<file path="src/rtl/lms_pkg.sv">
// Package with register map, field layout and carrier types of the source-address block.
package lms_pkg;

    // ------------------------------------------------------------
    // Register byte offsets on the APB window
    // ------------------------------------------------------------
    localparam logic [7:0] OFF_PAGE0_SRC = 8'h00;
    localparam logic [7:0] OFF_PAGE1_SRC = 8'h04;
    localparam logic [7:0] OFF_CTRL = 8'h08;
    localparam logic [7:0] OFF_LAST_SRC = 8'h0C;

    // ------------------------------------------------------------
    // Field positions
    // ------------------------------------------------------------
    localparam int UPPER_MSB = 28;
    localparam int UPPER_LSB = 10;
    localparam int SIZE_MSB = 5;
    localparam int SIZE_LSB = 0;
    localparam int SIZE_W = SIZE_MSB - SIZE_LSB + 1;
    localparam int UPPER_W = UPPER_MSB - UPPER_LSB + 1;
    localparam int PADDR_W = UPPER_MSB + 1;
    localparam int SEL_ADDR_LSB = 10;
    localparam int CTRL_XLAT_BIT = 0;
    localparam int CTRL_PROT_BIT = 1;

    // Writable bits of a source register: 28..10 and 5..0.
    localparam logic [31:0] SRC_WMASK = 32'h1FFFFC3F;
    localparam logic [31:0] CTRL_WMASK = 32'h00000003;

    // ------------------------------------------------------------
    // Reset values
    // ------------------------------------------------------------
    localparam logic [UPPER_W-1:0] UPPER_RST = 19'h00000;
    localparam logic [SIZE_W-1:0] SIZE_RST = 6'h00;
    localparam logic CTRL_XLAT_RST = 1'b0;
    localparam logic CTRL_PROT_RST = 1'b0;

    // ------------------------------------------------------------
    // Carrier types
    // ------------------------------------------------------------
    typedef struct packed {
        logic page;
        logic [PADDR_W-1:0] operand;
    } lms_xfer_req_s;

    typedef struct packed {
        logic fromRegs;
        logic [PADDR_W-1:0] srcAddr;
    } lms_xfer_rsp_s;

    typedef struct packed {
        logic [UPPER_W-1:0] upper;
        logic [SIZE_W-1:0] sizeSel;
    } lms_src_reg_s;

endpackage

</file>
<file path="src/rtl/lms_addr_mux.sv">
// Per-bit source address merge of register upper field and operand address.
`timescale 1ns/10ps
module lms_addr_mux (
    input wire logic useRegs,
    input wire lms_pkg::lms_src_reg_s srcReg,
    input wire logic [lms_pkg::PADDR_W-1:0] operand,
    output logic [lms_pkg::PADDR_W-1:0] srcAddr
);

    // ------------------------------------------------------------
    // Bit merge
    // ------------------------------------------------------------
    // Bits below the select window always come from the operand.
    assign srcAddr[lms_pkg::SEL_ADDR_LSB-1:0] =
        operand[lms_pkg::SEL_ADDR_LSB-1:0];

    // Above the window the register field is used whenever the
    // register path is active, otherwise the operand passes.
    assign srcAddr[lms_pkg::PADDR_W-1:lms_pkg::SEL_ADDR_LSB+lms_pkg::SIZE_W] =
        useRegs ? srcReg.upper[lms_pkg::UPPER_W-1:lms_pkg::SIZE_W]
                : operand[lms_pkg::PADDR_W-1:
                          lms_pkg::SEL_ADDR_LSB+lms_pkg::SIZE_W];

    // One select bit per address bit: select bit n steers bit n+10.
    // Zero picks the operand, one picks the register field on the register path.
    genvar gi;
    generate
        for (gi = 0; gi < lms_pkg::SIZE_W; gi++) begin : gSel
            assign srcAddr[lms_pkg::SEL_ADDR_LSB+gi] =
                (useRegs && srcReg.sizeSel[gi]) ? srcReg.upper[gi]
                : operand[lms_pkg::SEL_ADDR_LSB+gi];
        end
    endgenerate

endmodule

</file>
<file path="src/rtl/lms_src_addr.sv">
// Top of the local-memory block-transfer source address unit with APB slave.
//
// Register access over APB and the register addresses were left to the implementer.
`timescale 1ns/10ps

module lms_src_addr (
    input wire logic sys_clk,
    input wire logic sys_rst,
    // APB slave.
    input wire logic psel,
    input wire logic penable,
    input wire logic pwrite,
    input wire logic [7:0] paddr,
    input wire logic [31:0] pwdata,
    input wire logic [3:0] pstrb,
    output logic [31:0] prdata,
    output logic pready,
    output logic pslverr,
    // Transfer request from the block-transfer engine.
    input wire logic xferReq,
    input wire lms_pkg::lms_xfer_req_s xferIn,
    output logic xferDone,
    output lms_pkg::lms_xfer_rsp_s xferOut,
    // Mode outputs toward the translation and protection logic.
    output logic addressTranslationEnable,
    output logic onchipMemoryProtectionEnable,
    output logic protCheckActive
);

    // ------------------------------------------------------------
    // Storage
    // ------------------------------------------------------------
    lms_pkg::lms_src_reg_s srcReg_r [2];
    logic xlatEn_r;
    logic protEn_r;
    logic [31:0] prdata_r;
    logic [31:0] prdata_nxt;
    logic decErr_r;
    logic decErr_nxt;
    logic xferDone_r;
    lms_pkg::lms_xfer_rsp_s xferOut_r;
    logic [lms_pkg::PADDR_W-1:0] lastSrc_r;

    logic setupPhase;
    logic accessPhase;
    logic wrAccess;
    logic [31:0] byteMask;
    logic useRegs;
    logic [lms_pkg::PADDR_W-1:0] mergedAddr;
    lms_pkg::lms_src_reg_s selReg;

    // ------------------------------------------------------------
    // APB phase decode
    // ------------------------------------------------------------
    // The slave never inserts wait states; read data is prepared in
    // the setup cycle so that it leaves a flip-flop in the access cycle.
    assign setupPhase = psel && !penable;
    assign accessPhase = psel && penable;
    assign wrAccess = accessPhase && pwrite && !decErr_r;
    assign pready = 1'b1;
    assign pslverr = accessPhase && decErr_r;
    assign prdata = prdata_r;

    // Byte strobes expand to a bit mask for writes.
    genvar gb;
    generate
        for (gb = 0; gb < 4; gb++) begin : gStrb
            assign byteMask[gb*8 +: 8] = {8{pstrb[gb]}};
        end
    endgenerate

    // ------------------------------------------------------------
    // Read mux and address check
    // ------------------------------------------------------------
    // Unmapped offsets answer with an error and zero data. Reserved
    // positions of the source registers keep the default zero.
    always_comb begin
        prdata_nxt = 32'h00000000;
        decErr_nxt = 1'b0;
        if (paddr == lms_pkg::OFF_PAGE0_SRC) begin
            prdata_nxt[lms_pkg::UPPER_MSB:lms_pkg::UPPER_LSB] =
                srcReg_r[0].upper;
            prdata_nxt[lms_pkg::SIZE_MSB:lms_pkg::SIZE_LSB] =
                srcReg_r[0].sizeSel;
        end else if (paddr == lms_pkg::OFF_PAGE1_SRC) begin
            prdata_nxt[lms_pkg::UPPER_MSB:lms_pkg::UPPER_LSB] =
                srcReg_r[1].upper;
            prdata_nxt[lms_pkg::SIZE_MSB:lms_pkg::SIZE_LSB] =
                srcReg_r[1].sizeSel;
        end else if (paddr == lms_pkg::OFF_CTRL) begin
            prdata_nxt[lms_pkg::CTRL_XLAT_BIT] = xlatEn_r;
            prdata_nxt[lms_pkg::CTRL_PROT_BIT] = protEn_r;
        end else if (paddr == lms_pkg::OFF_LAST_SRC) begin
            prdata_nxt[lms_pkg::PADDR_W-1:0] = lastSrc_r;
        end else begin
            decErr_nxt = 1'b1;
        end
    end

    // Read data and decode error are captured during the setup cycle.
    always_ff @(posedge sys_clk) begin
        if (sys_rst) begin
            prdata_r <= 32'h00000000;
            decErr_r <= 1'b0;
        end else if (setupPhase) begin
            prdata_r <= pwrite ? 32'h00000000 : prdata_nxt;
            decErr_r <= decErr_nxt;
        end
    end

    // ------------------------------------------------------------
    // Source address registers
    // ------------------------------------------------------------
    // The generate loop gives each page its own always_ff; only the writable fields are
    // stored, so reserved bits cannot hold anything. The contents are
    // undefined by definition after reset; zero is one legal choice.
    genvar gp;
    generate
        for (gp = 0; gp < 2; gp++) begin : gPage
            logic [7:0] pageOff;
            logic [31:0] wrVal;
            assign pageOff = (gp == 0) ? lms_pkg::OFF_PAGE0_SRC
                                       : lms_pkg::OFF_PAGE1_SRC;
            assign wrVal = pwdata & byteMask & lms_pkg::SRC_WMASK;
            always_ff @(posedge sys_clk) begin
                if (sys_rst) begin
                    srcReg_r[gp].upper <= lms_pkg::UPPER_RST;
                    srcReg_r[gp].sizeSel <= lms_pkg::SIZE_RST;
                end else if (wrAccess && paddr == pageOff) begin
                    srcReg_r[gp].upper <=
                        (srcReg_r[gp].upper & ~byteMask[lms_pkg::UPPER_MSB:
                                                     lms_pkg::UPPER_LSB])
                        | wrVal[lms_pkg::UPPER_MSB:lms_pkg::UPPER_LSB];
                    srcReg_r[gp].sizeSel <=
                        (srcReg_r[gp].sizeSel & ~byteMask[lms_pkg::SIZE_MSB:
                                                       lms_pkg::SIZE_LSB])
                        | wrVal[lms_pkg::SIZE_MSB:lms_pkg::SIZE_LSB];
                end
            end
        end
    endgenerate

    // ------------------------------------------------------------
    // Mode control register
    // ------------------------------------------------------------
    // Both mode bits sit in byte lane 0.
    always_ff @(posedge sys_clk) begin
        if (sys_rst) begin
            xlatEn_r <= lms_pkg::CTRL_XLAT_RST;
            protEn_r <= lms_pkg::CTRL_PROT_RST;
        end else if (wrAccess && paddr == lms_pkg::OFF_CTRL && pstrb[0]) begin
            xlatEn_r <= pwdata[lms_pkg::CTRL_XLAT_BIT];
            protEn_r <= pwdata[lms_pkg::CTRL_PROT_BIT];
        end
    end

    assign addressTranslationEnable = xlatEn_r;
    assign onchipMemoryProtectionEnable = protEn_r;
    // Checks apply only to translated accesses with protection on.
    assign protCheckActive = xlatEn_r && protEn_r;

    // ------------------------------------------------------------
    // Transfer source address formation
    // ------------------------------------------------------------
    // The register path is used whenever translation or protection is
    // off; otherwise the operand passes and the translation logic owns
    // the address. Illegal size patterns are not screened: the merge
    // stays per bit, which costs nothing and leaves software in charge.
    assign useRegs = !xlatEn_r || !protEn_r;
    assign selReg = xferIn.page ? srcReg_r[1] : srcReg_r[0];

    lms_addr_mux uMux (
        .useRegs(useRegs),
        .srcReg(selReg),
        .operand(xferIn.operand),
        .srcAddr(mergedAddr)
    );

    // The result is registered, valid one cycle after the request and held until the next request.
    always_ff @(posedge sys_clk) begin
        if (sys_rst) begin
            xferDone_r <= 1'b0;
        end else begin
            xferDone_r <= xferReq;
        end
    end

    always_ff @(posedge sys_clk) begin
        if (sys_rst) begin
            xferOut_r <= '0;
        end else if (xferReq) begin
            xferOut_r.fromRegs <= useRegs;
            xferOut_r.srcAddr <= mergedAddr;
        end
    end

    // Software can read back the last address formed.
    always_ff @(posedge sys_clk) begin
        if (sys_rst) begin
            lastSrc_r <= '0;
        end else if (xferReq) begin
            lastSrc_r <= mergedAddr;
        end
    end

    assign xferDone = xferDone_r;
    assign xferOut = xferOut_r;

endmodule

</file>
<file path="config.mk">
export PLATFORM = sky130hd
export DESIGN_NAME = lms_src_addr
export DESIGN_NICKNAME = d
export VERILOG_FILES = /design/src/rtl/lms_pkg.sv /design/src/rtl/lms_addr_mux.sv /design/src/rtl/lms_src_addr.sv
export SDC_FILE = /design/constraint.sdc
export NUM_CORES = 1
export LEC_CHECK = 0
export BUFFER_PORTS_ARGS = -buffer_cell sky130_fd_sc_hd__buf_2
export CAP_MARGIN = 30
export CORE_MARGIN = 1
export CORE_UTILIZATION = 57
export DETAILED_ROUTE_END_ITERATION = 12
export PLACE_DENSITY = 0.85
export SYNTH_ARGS = -nofsm -noshare
export SYNTH_HDL_FRONTEND = slang
export SYNTH_SLANG_ARGS = --single-unit
</file>
<file path="constraint.sdc">
create_clock -name sys_clk -period 4.35 [get_ports sys_clk]
set_clock_uncertainty 0.1 [all_clocks]
set_input_delay 0.2175 -clock sys_clk [delete_from_list [all_inputs] [get_ports sys_clk]]
set_output_delay 0.2175 -clock sys_clk [all_outputs]
set_load 0.03 [all_outputs]
</file>
=== Word level (Yosys, flattened, before mapping) ===
Memories as Yosys holds them, arrays and structs flattened.
Cells that the tools add are included.

* Bits in registers: 66
* Memory bits (writable): 50
* Input bits: 80
* Output and inout port bits: 68
* Word-level logic and storage cells: 82
* Memories: 1

* Equal/unequal tests: 3
* Muxes and demuxes: 34
* Bitwise operators: 15
* Reduce and logical (&&, ||, !) cells: 22

{| class="wikitable"
|+ Memories
! name !! depth !! width !! rd ports !! clocked after memory_dff !! write ports !! line !! RTL
|-
| srcReg_r || 2 || 25 || 2 || 0 || 2 || lms_src_addr.sv:33 || <nowiki>lms_pkg::lms_src_reg_s srcReg_r [2];</nowiki>
|}

{| class="wikitable"
|+ Operators by type and width
! cell !! number
|-
| 19-bit two-way mux || 4
|-
| 29-bit two-way mux || 2
|-
| 19-bit AND || 2
|-
| 19-bit bitwise OR || 2
|-
| 29-bit AND || 1
|-
| 27-bit two-way mux || 1
|-
| 25-bit two-way mux || 1
|-
| 6-bit two-way mux || 4
|-
| 19-bit inverter || 1
|-
| 1-bit two-way mux || 18
|-
| 8-bit by 4-bit equality test with 1-bit output, second input constant || 2
|-
| 1-bit logical AND || 16
|-
| 13-bit two-way mux || 1
|-
| 6-bit AND || 2
|-
| 6-bit bitwise OR || 2
|-
| 8-bit by 3-bit equality test with 1-bit output, second input constant || 1
|-
| 8-bit zero test || 1
|-
| 4-bit two-way mux || 2
|-
| 6-bit inverter || 1
|-
| 1-bit zero test || 4
|-
| 1-bit bitwise OR || 4
|-
| 2-bit two-way mux || 1
|-
| 1-bit logical OR || 1
|}

=== Longest topological paths before layout ===
* Depth in word-level cells: 8
* Mapped depth: 6
* Gate-level depth less buffers: 5

=== Modules after synthesis ===
A second synthesis with hierarchy kept.

* Cell total of the unflattened synthesis: 548
* Area total of the unflattened synthesis: 5818.1 um2

{| class="wikitable"
|+ Modules (own cells, without submodules)
! module !! times used !! cells each !! area each (um2) !! sequential area each (um2)
|-
| lms_src_addr || 1 || 511 || 5437.7 || 2762.6
|-
| lms_addr_mux || 1 || 37 || 380.4 || 0.0
|}

=== Worst setup path before layout ===
Ideal clock, no wire load.

* Path type: register to register
* From: reg decErr_r
* To: mem srcReg_r[0][0] (netlist name), enable pin
* Library setup time: 0.381 ns
* Data arrival time: 1.445 ns
* Data required time: 3.869 ns
* Path slack: 2.424 ns
* Stages on the path, launching flop included: 4
* Buffers on the path: 0
* Period minus slack after synthesis: 1.926 ns
* Cell sequence: dfxtp_1 -> nand4b_1 -> nor3_1 -> a21o_1

{| class="wikitable"
|+ RTL lines
! item !! line !! RTL
|-
| start, declared || lms_src_addr.sv:38 || <nowiki>logic decErr_r;</nowiki>
|-
| start signal, assigned || lms_src_addr.sv:107 || <nowiki>decErr_r <= decErr_nxt;</nowiki>
|-
| end, declared || lms_src_addr.sv:33 ||
|}

=== Final worst setup path ===
* From: reg xlatEn_r (netlist: addressTranslationEnable)
* To: out protCheckActive

* Word-level cells in the longest chain between the ends: 1

{| class="wikitable"
|+ Ends and longest elaborated chain
! item !! line !! RTL
|-
| start, declared || lms_src_addr.sv:34 || <nowiki>logic xlatEn_r;</nowiki>
|-
| start signal, assigned || lms_src_addr.sv:149 || <nowiki>xlatEn_r <= lms_pkg::CTRL_XLAT_RST;</nowiki>
|-
| start signal, assigned || lms_src_addr.sv:152 || <nowiki>xlatEn_r <= pwdata[lms_pkg::CTRL_XLAT_BIT];</nowiki>
|-
| 1-bit logical AND || lms_src_addr.sv:160 || <nowiki>assign protCheckActive = xlatEn_r && protEn_r;</nowiki>
|-
| end, declared || lms_src_addr.sv:27 || <nowiki>output logic protCheckActive</nowiki>
|}

Every way passes these cells.

==> results.ini <==
[global_routing]
overflow = 0
grt.busiest_layer = met2
met1_usage = 0.389
use_met3 = 0.0917
grtUsageTotal = 0.331
grt_pass1_vias = 5057
grtUsageMet2 = 0.551
grt_pass1_wl_um = 25500
antenna_found_initial = 0
grt_max_degree = 46

[timing]
fin_crit_sh = 0.626
final_max_slew_viol_count = 0
period_needed_ps = 2720
timing.final.ws_setup_ps = 1630
rsz0062_at_grt = no
tightest_slew_ps = 1050
fmaxAchievable_mhz = 367
hold_viol_final = 0
setup_viol = 0
finalSetupTns_ps = 0
slew_headroom = 0.297
holdWs_ps = 15.1

[power_and_ir_drop]
cellPowerDensity_nw_per_um2 = 367
pwr-share-comb = 0.113
p_sw_mw = 0.667
swShare = 0.246
p_int_mw = 2.04
p_clk_frac = 0.456
seqPwrFrac = 0.431
cellLeakagePower_nw = 3.14
finalPower_mw = 2.71
ir_drop_mv = 0.256

[floorplanning]
core_area_sq_um = 9730
rows = 36
top_level_ports = 148
die_w_um = 102
dieArea_sq_um = 10400
start_util = 0.584
die_h_um = 102

[clocking]
cts_buffers = 17
post_cts_buffers = 0
clockBufferDepth = 2
cts_sinks = 113
post_cts_resized = 0
path_clk_slew_ps = 60
root_buffer = clkbuf_8
cts_hold_buf = 50
cts_tree = done
htreeDepth = 4
clock_latency_ps = 520

[synthesis]
ys_seq_area_frac = 0.486
ys_seq_elements = 113
synthCells = 566
synth_edf_count = 50
ys_warn_count = 0
synth_top_family_by_area = compound AO/OA/AOI/OAI gates
synth.distinct_cells = 38
synth_compound_area_frac = 0.212
syn_area_per_cell_sq_um = 10.0
synthXorXnorAreaFrac = 0
synthMuxAreaShare = 0.0686
syn-cell-area_sq_um = 5690
synthAdderAreaFrac = 0
yosys.area_share.simple = 0.178
synthFlopType = dfxtp_1
async_reset_ff_frac = 0

[hold_path]
min_path_type = in -> reg

[layout]
stdcell_count = 874
drive_gt1_frac = 0.265
final_nets = 808
nFillCells = 634
final_cell_mix = 136 x buf_2, 93 x nand2b_1, 63 x dfxtp_1
area_delta_synth_final_pct = 29.9
layout_commonest_cell = buf_2
num_antenna_cells = 0

[worst_setup_path]
arrival_ps = 2410
cp_data_required_time_ps = 4030
cp-start-kind = flip-flop
path_max_fanout = 27
critical_path_class = reg -> out
cp-end-kind = primary output

[drt]
num_vias = 5250
wl_per_cell_um = 19.2
firstDrtPassIters = 5
detail-route-antenna-nets = 0
drc = 0
routed_wl_um = 16800
drtIter0Drc = 383
vias_per_cell = 6.01

[run]
drv_cap = 0

[placement]
port-buffer-count = 136
dp_hpwl_um = 10100
dp_cells = 792
gp_congestion = 0.836
pre_cts_slack_ps = 2090

[outcome]
status = complete, no violations

[area by class of cell]
type	count	area (sq um)	area share
Timing Repair Buffer	193	1300	0.175
Clock buffer	23	457	0.0618
Multi-Input combinational cell	400	2630	0.356
Inverter	3	11.3	0.00152
Sequential cell	113	2760	0.374
Tap cell	133	166	0.0225
Clock inverter	9	65.1	0.00881
[sequential cells by signal, summed over array words and instances, names as in the netlist]
signal and flops:
lastSrc_r 29, decErr_r 1, srcReg_r 50, xferOut 1, addressTranslationEnable 1, prdata 29, onchipMemoryProtectionEnable 1, xferDone 1
[cells in the mapped netlist, types with 3 or more instances]
master    instances  area (sq um)
inv_1             3          11.3
o21ai_0          11          55.1
nor2_1           16          60.1
mux2i_1          39           390
buf_6             7          78.8
nand2_1          48           180
o31a_1            6          52.6
edfxtp_1         50          1500
buf_2            12          60.1
a21oi_1          48           240
a32oi_1          22           193
a21oi_2          23           201
nand4_1           5          31.3
dfxtp_1          63          1260
o21ai_1          22           110
o31ai_1          23           173
nand2b_1         93           582
buf_4             8          60.1
o22ai_1           6          37.5
clkbuf_1         24          90.1
o211ai_1         13          97.6
[stage by stage]
step | cell area [sq um] | utilization
finish | 7390 | 0.759
global route | 7390 | 0.759
detailed placement | 6370 | 0.654
global placement | 6270 | 0.644
floorplan | 5690 | -
CTS | 7390 | 0.759
[power by group through the flow]
stage / sequential (mW) / clock [mW] / combinational [mW]
detailed placement: 1.19 / 0 / 0.261
global route: 1.17 / 1.29 / 0.326
floorplan: 1.21 / 0 / 0.142
CTS: 1.17 / 1.22 / 0.298
finish: 1.17 / 1.24 / 0.306
global placement: 1.19 / 0 / 0.245
[logic make-up (layout without fill, tap and decap cells)]
| kind of cell | after synthesis | after routing |
|---|---|---|
| flip-flops | 113 | 113 |
| buffers and inverters | 55 | 228 |
| multiplexers | 39 | 39 |
| AO/OA/AOI/OAI | 180 | 180 |
| AND/OR/NAND/NOR | 177 | 177 |
| other | 2 | 4 |
[worst max-delay path, stage by stage, from the launching register on]
cell	delay (ps)
dfxtp_1	380
nand2_1	630
inv_1	590
buf_2	280
[layer usage]
metal,wire (um),part of all wire
met5,0,0
met4,694,0.041
met3,1630,0.097
met2,8270,0.49
met1,6220,0.37
[final timing paths]
path	depth (start not counted)	slack, ps	endpoint	start
hold / removal	4	20	lastSrc_r[15]	xferIn[15]
setup / recovery	3	1630	protCheckActive	addressTranslationEnable
hold reg to reg	2	350	prdata[1]	prdata[1]
setup reg to reg	5	1990	lastSrc_r[12]	addressTranslationEnable
(Power assumes the default switching activity.)
